$ cat config.mk
export PLATFORM = sky130hd
export DESIGN_NAME = margining_dac_code_limiter
export DESIGN_NICKNAME = d
export VERILOG_FILES = /design/src/rtl/margin_channel.v /design/src/rtl/margining_dac_code_limiter.v
export VERILOG_INCLUDE_DIRS = /design/src /design/src/rtl
export SDC_FILE = /design/constraint.sdc
export NUM_CORES = 1
export LEC_CHECK = 0
export ABC_AREA = 1
export BUFFER_PORTS_ARGS = -buffer_cell sky130_fd_sc_hd__buf_2
export CAP_MARGIN = 20
export CORE_UTILIZATION = 35
export DETAILED_ROUTE_END_ITERATION = 10
export GPL_TIMING_DRIVEN = 0
export RECOVER_POWER = 25
export SKIP_LAST_GASP = 1
export SYNTH_ARGS = -nofsm -noshare
export SYNTH_HDL_FRONTEND = slang
export SYNTH_SLANG_ARGS = --single-unit
$ cat constraint.sdc
create_clock -name clk -period 12.7 [get_ports clk]
set_input_delay 1.905 -clock clk [delete_from_list [all_inputs] [get_ports clk]]
set_output_delay 1.905 -clock clk [all_outputs]
set_load 0.01 [all_outputs]
$ cat src/rtl/margin_map.vh
// constants and register map of the margining code limiter
`ifndef MARGIN_MAP_VH
`define MARGIN_MAP_VH

// ----------------------------------------------------------------
// channel count and register map
// ----------------------------------------------------------------
`define NUM_CH 6
`define NUM_CH_IDX 3'h6
`define REG_CODE 2'h0
`define REG_UPPER 2'h1
`define REG_LOWER 2'h2
`define REG_CTRL 2'h3
`define ADDR_CH_MSB 4
`define ADDR_CH_LSB 2

// ----------------------------------------------------------------
// control / status field layout
// ----------------------------------------------------------------
`define CTRL_EN_BIT 0
`define CTRL_RANGE_LSB 1
`define CTRL_RANGE_MSB 2
`define STAT_INV_BIT 3
`define STAT_DRV_BIT 4
`define CTRL_WR_MASK 8'h07

// ----------------------------------------------------------------
// reset values and codes
// ----------------------------------------------------------------
`define MIDCODE 8'h7f
`define CODE_RST 8'h7f
`define UPPER_RST 8'h00
`define LOWER_RST 8'hff
`define CTRL_RST 8'h00
`define READ_ZERO 8'h00
`define RANGE_0V60 2'h0
`define RANGE_0V80 2'h1
`define RANGE_1V00 2'h2
`define RANGE_1V25 2'h3

// ----------------------------------------------------------------
// timing
// ----------------------------------------------------------------
`define CLK_PERIOD_NS 100
`define TRACK_SETTLE_NS 10000
`define TRACK_CYCLES ((`TRACK_SETTLE_NS + `CLK_PERIOD_NS - 1) / `CLK_PERIOD_NS)
`define CNT_ZERO 8'h00
`define CNT_ONE 8'h01

`endif

$ cat src/rtl/margin_channel.v
// one margining channel: code clamp and glitch-free buffer enable
`timescale 1ns/10ps
`include "margin_map.vh"

module margin_channel (
  input wire clk, // core clock
  input wire rst, // async reset, high
  input wire [7:0] code, // written margin code
  input wire [7:0] upper, // upper limit
  input wire [7:0] lower, // lower limit
  input wire enable, // channel enable from control
  output reg [7:0] dac_code_reg, // clamped code to converter
  output reg inverted_reg, // limits inverted, buffer held off
  output wire track_en, // buffer powered, following pin
  output wire input_sel_dac, // buffer input switched to converter
  output wire drive_en // buffer output stage on
);

  localparam ST_OFF = 4'b0001;
  localparam ST_TRACK = 4'b0010;
  localparam ST_SWITCH = 4'b0100;
  localparam ST_DRIVE = 4'b1000;

  reg [3:0] st_reg;
  reg [3:0] st_next;
  reg [7:0] cnt_reg;
  reg [7:0] cnt_next;
  wire inv_now;
  wire [31:0] track_last;
  wire [7:0] track_last8;

  assign inv_now = lower > upper;
  assign track_last = `TRACK_CYCLES - 1;
  assign track_last8 = track_last[7:0];

  // unsigned clamp, registered every clock
  always @(posedge clk or posedge rst) begin
    if (rst) begin
      dac_code_reg <= `CODE_RST;
      inverted_reg <= 1'b1;
    end else begin
      inverted_reg <= inv_now;
      if (code < lower) begin
        dac_code_reg <= lower;
      end else if (code > upper) begin
        dac_code_reg <= upper;
      end else begin
        dac_code_reg <= code;
      end
    end
  end

  // buffer enable sequence
  always @* begin
    st_next = st_reg;
    cnt_next = cnt_reg;
    case (st_reg)
      ST_OFF: begin
        cnt_next = `CNT_ZERO;
        if (enable && !inv_now) begin
          st_next = ST_TRACK;
        end
      end
      ST_TRACK: begin
        cnt_next = cnt_reg + `CNT_ONE;
        if (cnt_reg == track_last8) begin
          st_next = ST_SWITCH;
        end
      end
      ST_SWITCH: begin
        st_next = ST_DRIVE;
      end
      ST_DRIVE: begin
        st_next = ST_DRIVE;
      end
      default: begin
        st_next = ST_OFF;
      end
    endcase
    if (!enable || inv_now) begin
      st_next = ST_OFF;
      cnt_next = `CNT_ZERO;
    end
  end

  // state flops
  always @(posedge clk or posedge rst) begin
    if (rst) begin
      st_reg <= ST_OFF;
      cnt_reg <= `CNT_ZERO;
    end else begin
      st_reg <= st_next;
      cnt_reg <= cnt_next;
    end
  end

  assign track_en = ~st_reg[0]; // buffer powered in all but off
  assign input_sel_dac = st_reg[2] | st_reg[3];
  assign drive_en = st_reg[3] & ~inv_now;

endmodule

$ cat src/rtl/margining_dac_code_limiter.v
// six-channel margining converter code limiter with register file
`timescale 1ns/10ps
`include "margin_map.vh"

module margining_dac_code_limiter (
  input wire clk, // core clock, 10 MHz
  input wire rst, // async reset, high
  input wire host_wr, // register write strobe from bus engine
  input wire host_rd, // register read strobe from bus engine
  input wire [4:0] host_addr, // channel index and register kind
  input wire [7:0] host_wdata, // write data
  output reg [7:0] host_rdata_reg, // read data
  output wire cfg_ready, // low: accesses refused (nack)
  input wire nvm_wr, // startup download write strobe
  input wire [4:0] nvm_addr, // download address
  input wire [7:0] nvm_data, // download data
  input wire nvm_done, // download complete pulse
  output wire [47:0] dac_code, // clamped codes, 8 bits per channel
  output wire [11:0] midcode_offset_voltage, // range select per channel
  output wire [5:0] buf_track_en, // buffer following pin
  output wire [5:0] buf_input_sel_dac, // buffer input on converter
  output wire [5:0] buf_drive_en, // buffer output stage on
  output wire [5:0] limits_inverted // buffer held three-stated
);

  // ----------------------------------------------------------------
  // download gate
  // ----------------------------------------------------------------
  reg done_reg;
  wire w_en;
  wire [4:0] w_addr;
  wire [7:0] w_data;
  wire [2:0] w_ch;
  wire [1:0] w_kind;

  // host locked out until download completes
  always @(posedge clk or posedge rst) begin
    if (rst) begin
      done_reg <= 1'b0;
    end else if (nvm_done) begin
      done_reg <= 1'b1;
    end
  end

  assign cfg_ready = done_reg;

  // one write path: download before ready, host after
  assign w_en = done_reg ? host_wr : nvm_wr;
  assign w_addr = done_reg ? host_addr : nvm_addr;
  assign w_data = done_reg ? host_wdata : nvm_data;
  assign w_ch = w_addr[`ADDR_CH_MSB:`ADDR_CH_LSB];
  assign w_kind = w_addr[1:0];

  // ----------------------------------------------------------------
  // per-channel registers and limiter
  // ----------------------------------------------------------------
  wire [47:0] code_bus;
  wire [47:0] upper_bus;
  wire [47:0] lower_bus;
  wire [47:0] ctrl_bus;
  wire [5:0] drv_bus;

  genvar i;
  generate
    for (i = 0; i < `NUM_CH; i = i + 1) begin : g_ch
      reg [7:0] code_reg;
      reg [7:0] upper_reg;
      reg [7:0] lower_reg;
      reg [7:0] ctrl_reg;
      wire hit;
      wire [2:0] ch_idx;

      localparam [31:0] CH_NUM = i;

      assign ch_idx = CH_NUM[2:0]; // channel number of this slice
      assign hit = w_en && (w_ch == ch_idx);

      // register writes for this channel
      always @(posedge clk or posedge rst) begin
        if (rst) begin
          code_reg <= `CODE_RST;
          upper_reg <= `UPPER_RST;
          lower_reg <= `LOWER_RST;
          ctrl_reg <= `CTRL_RST;
        end else if (hit) begin
          if (w_kind == `REG_CODE) begin
            code_reg <= w_data;
          end else if (w_kind == `REG_UPPER) begin
            upper_reg <= w_data;
          end else if (w_kind == `REG_LOWER) begin
            lower_reg <= w_data;
          end else begin
            ctrl_reg <= w_data & `CTRL_WR_MASK;
          end
        end
      end

      assign code_bus[8*i +: 8] = code_reg;
      assign upper_bus[8*i +: 8] = upper_reg;
      assign lower_bus[8*i +: 8] = lower_reg;
      assign ctrl_bus[8*i +: 8] = ctrl_reg;
      assign midcode_offset_voltage[2*i +: 2] =
        ctrl_reg[`CTRL_RANGE_MSB:`CTRL_RANGE_LSB];

      margin_channel u_chan (
        .clk(clk),
        .rst(rst),
        .code(code_reg),
        .upper(upper_reg),
        .lower(lower_reg),
        .enable(ctrl_reg[`CTRL_EN_BIT]),
        .dac_code_reg(dac_code[8*i +: 8]),
        .inverted_reg(limits_inverted[i]),
        .track_en(buf_track_en[i]),
        .input_sel_dac(buf_input_sel_dac[i]),
        .drive_en(drv_bus[i])
      );
    end
  endgenerate

  assign buf_drive_en = drv_bus;

  // ----------------------------------------------------------------
  // read decode
  // ----------------------------------------------------------------
  wire [2:0] r_ch;
  wire [1:0] r_kind;
  reg [7:0] rdata_next;
  reg [7:0] stat_byte;

  assign r_ch = host_addr[`ADDR_CH_MSB:`ADDR_CH_LSB];
  assign r_kind = host_addr[1:0];

  // select register, control read shows live status bits
  always @* begin
    stat_byte = ctrl_bus[8*r_ch +: 8];
    stat_byte[`STAT_INV_BIT] = limits_inverted[r_ch];
    stat_byte[`STAT_DRV_BIT] = drv_bus[r_ch];
    if (r_ch >= `NUM_CH_IDX) begin
      rdata_next = `READ_ZERO;
    end else if (r_kind == `REG_CODE) begin
      rdata_next = code_bus[8*r_ch +: 8];
    end else if (r_kind == `REG_UPPER) begin
      rdata_next = upper_bus[8*r_ch +: 8];
    end else if (r_kind == `REG_LOWER) begin
      rdata_next = lower_bus[8*r_ch +: 8];
    end else begin
      rdata_next = stat_byte;
    end
  end

  // read data captured on strobe once ready
  always @(posedge clk or posedge rst) begin
    if (rst) begin
      host_rdata_reg <= `READ_ZERO;
    end else if (host_rd && done_reg) begin
      host_rdata_reg <= rdata_next;
    end
  end

endmodule

==> impl_metrics.yaml <==
place:
  globalplace.congestion: 1.01
  hpwlAfterDp_um: 47100
  dp_cells: 2940
  dpl_cell_area_um2: 19100
  dpl_worst_slack_ns: 8.28
  numPortBuffers: 121
logic_synthesis:
  avgSynthCellArea_um2: 8.16
  dominant_cell_type_by_area_after_synthesis: "sky130_fd_sc_hd__dfrtp_1"
  seq_area_frac_synth_pct: 43.3
  synth_ff_type: "sky130_fd_sc_hd__dfrtp_1"
  synth_warnings: 0
  synth_async_sr_flop_share_pct: 100
  synth.net_count: 2332
  netlist_area_um2: 17600
  synth_enable_flop_cells: 0
  ys_top_cells_by_area: "sky130_fd_sc_hd__dfrtp_1 (22%), sky130_fd_sc_hd__dfstp_2 (22%), sky130_fd_sc_hd__ha_1 (10%)"
  synth_seq_cells: 297
  synthDominantCellAreaShare_pct: 21.8
  synth.lib_cells_used.distinct: 50
  number_of_instances_in_the_synthesized_netlist: 2153
layout:
  fillCellCount: 5023
  multi_input_comb_area_um2: 8440
  post-route-cell-area_um2: 20300
  area_growth_syn_to_layout_pct: 15.6
  layout_common_cells: "sky130_fd_sc_hd__nand2_1 (484), sky130_fd_sc_hd__o21ai_0 (274), sky130_fd_sc_hd__inv_1 (260)"
  antenna_cells_inserted: 0
  final_common_cell: "sky130_fd_sc_hd__nand2_1"
  postLayoutCoreUtil_pct: 41.3
  nNetsFinal: 2493
  layout-drive-gt1-share_pct: 17.8
  regArea_um2: 7610
  final-instance-count-excl-fill: 3006
route:
  drt_wl_cell_um: 20.6
  drt_first_pass_iters: 6
  drc_errors: 0
  vias: 16100
  route.final.wire_length_um: 61800
  postRouteAntennaNets: 0
  post_drt_via_cell_ratio: 5.37
  drt_iter0_drc: 1449
floorplan:
  rows: 81
  dieArea_um2: 51100
  floorplan.die.height_um: 226
  placeableCoreArea_um2: 49300
  initial_core_util_pct: 35.7
  die_w_um: 226
  io-pin-count: 125
setup_path:
  worst-endpoint-required_ns: 10.80
  worstPathMaxFanout: 5
  end_kind: "output pin"
  worst-setup-path-type: "register to output pin"
  worstSetupStartpointType: "register"
  worst-endpoint-arrival_ns: 2.73
sta:
  finalHoldViolations: 0
  final_critical_path_setup_slack_ns: 8.07
  fmax_mhz: 216
  final-setup-viol-count: 0
  setup-tns-final_ns: 0
  maxSlewViolCount: 70
  final.setup_skew_ns: 0.0229
  max-slew-margin-rel_pct: -116
  period_share_pct: 36.5
  worst_slew_pin_tran_ns: 3.22
  rsz0062_at_grt: "false"
  timing.hold.ws_ns: 0.474
  final.min_clock_period_ns: 4.63
clock_tree:
  hold_buffers: 0
  cts_max_level: 2
  clock-sinks: 297
  post-cts-setup-buffers: 0
  total_cts_buffers: 36
  cts_repair_resize_count: 0
  worst_skew_pair.late_latency_ns: 0.56
  clock_tree_from_tritoncts: "built"
  clockBufferDepth: 3
  clk_root_buffer_cell: "sky130_fd_sc_hd__clkbuf_16"
  cts.clk_slew.worst_paths_ns: 0.06
min_path:
  timing.hold.worst.class: "register to register"
power_and_ir_drop:
  reported_leakage_power_nw: 9.38
  irDropWorstVdd_v: 0.0000811
  power_density_nw_per_um2: 178
  p_total_mw: 3.61
global_routing:
  number_of_global_route_vias_before_repair: 15400
  overflow: 0
  grt_first_pass_wirelength_um: 92800
  grt_max_degree: 116
  globalRouteTotalUtil_pct: 24.4
  grt_antenna_before_repair: 0
status:
  result_of_the_run: "finished with violations"
  violations: "capacitance limit, slew limit"
job:
  drv_cap: 1
worst max-delay path: stages, from the launching register on:
cell and delay (ns):
sky130_fd_sc_hd__dfrtp_1 0.36, sky130_fd_sc_hd__inv_1 0.29, sky130_fd_sc_hd__ha_1 0.32, sky130_fd_sc_hd__a21oi_1 0.17
sky130_fd_sc_hd__nand2_1 0.07, sky130_fd_sc_hd__nand2_1 0.05, sky130_fd_sc_hd__nand2_1 0.05, sky130_fd_sc_hd__nand2_1 0.32
sky130_fd_sc_hd__nand2_1 0.23, sky130_fd_sc_hd__inv_1 0.10, sky130_fd_sc_hd__buf_4 0.10, sky130_fd_sc_hd__buf_2 0.11
cells in the mapped netlist, types with 2 or more instances:
cell and count:
sky130_fd_sc_hd__xor2_1 18, sky130_fd_sc_hd__a21o_1 3, sky130_fd_sc_hd__a22oi_1 2, sky130_fd_sc_hd__nand3_1 53
sky130_fd_sc_hd__nand4_1 15, sky130_fd_sc_hd__buf_6 6, sky130_fd_sc_hd__nor4_4 4, sky130_fd_sc_hd__nand3_2 7
sky130_fd_sc_hd__nor2_4 4, sky130_fd_sc_hd__ha_1 147, sky130_fd_sc_hd__a21boi_0 5, sky130_fd_sc_hd__nand2_1 484
sky130_fd_sc_hd__buf_4 26, sky130_fd_sc_hd__a31oi_1 2, sky130_fd_sc_hd__a211oi_1 32, sky130_fd_sc_hd__buf_2 20
sky130_fd_sc_hd__nand2_2 3, sky130_fd_sc_hd__a32o_1 2, sky130_fd_sc_hd__inv_1 261, sky130_fd_sc_hd__o211ai_1 14
sky130_fd_sc_hd__o21bai_1 6, sky130_fd_sc_hd__inv_2 2, sky130_fd_sc_hd__nor3_1 30, sky130_fd_sc_hd__o21ai_2 22
sky130_fd_sc_hd__dfstp_2 144, sky130_fd_sc_hd__o22ai_1 31, sky130_fd_sc_hd__a22o_1 4, sky130_fd_sc_hd__a21oi_1 157
sky130_fd_sc_hd__nor2_2 3, sky130_fd_sc_hd__o21ai_0 274, sky130_fd_sc_hd__clkbuf_1 42, sky130_fd_sc_hd__o21a_1 5
sky130_fd_sc_hd__buf_1 2, sky130_fd_sc_hd__nor3b_1 4, sky130_fd_sc_hd__nor2_1 119, sky130_fd_sc_hd__clkinv_1 2
sky130_fd_sc_hd__dfrtp_1 153, sky130_fd_sc_hd__o21ai_1 29, sky130_fd_sc_hd__o221ai_1 5
per-layer routing:
layer | routed length [um] | track usage (%) | vias to the layer above
met1 | 26700 | 32.4 | 7805
met2 | 28000 | 39.1 | 679
met5 | 0 | 0 | -
met4 | 2580 | 10.2 | 0
li1 | - | - | 7510
met3 | 4500 | 4.24 | 143
where the power goes:
group,internal [mW],total (mW),switching (mW),leakage [nW]
clock network,0.662,1.08,0.420,0.613
registers,1.23,1.43,0.200,3.48
logic,0.392,1.10,0.708,5.29
cell families (layout without fill, tap and decap cells):
group / after synthesis / in the layout / synth area share [%]
DFF: 297 / 297 / 43.3
and+or+nand+nor: 732 / 732 / 17.6
xor gates and xnor gates: 18 / 18 / 0.897
AOI/OAI and AO/OA: 598 / 598 / 19.0
adders and majority gates: 147 / 147 / 10.5
buffers and inverters: 361 / 550 / 8.66
final timing paths:
| kind | startpoint | endpoint | slack [ns] | depth (start not counted) |
|---|---|---|---|---|
| max | g_ch[2].upper_reg[3] | buf_drive_en[2] | 8.07 | 11 |
| min | g_ch[4].u_chan.st_reg[2] | g_ch[4].u_chan.st_reg[3] | 0.47 | 1 |
| max reg2reg | cfg_ready | g_ch[4].lower_reg[7] | 9.31 | 9 |
| min reg2reg | g_ch[4].u_chan.st_reg[2] | g_ch[4].u_chan.st_reg[3] | 0.47 | 1 |
| max in group asynchronous | rst | g_ch[1].u_chan.dac_code_reg[7] | 8.89 | 3 |
| min in group asynchronous | rst | g_ch[3].u_chan.cnt_reg[3] | 2.27 | 2 |
cell type report:
type	count	share of cell area, %
clock buffer	60	5.68
tap	664	4.09
multi-input combinational	1495	41.5
inverter	265	4.90
sequential	297	37.5
clock inverter	6	0.468
buffer	96	2.60
timing repair buffer	123	3.25
(Power assumes the default switching activity.)
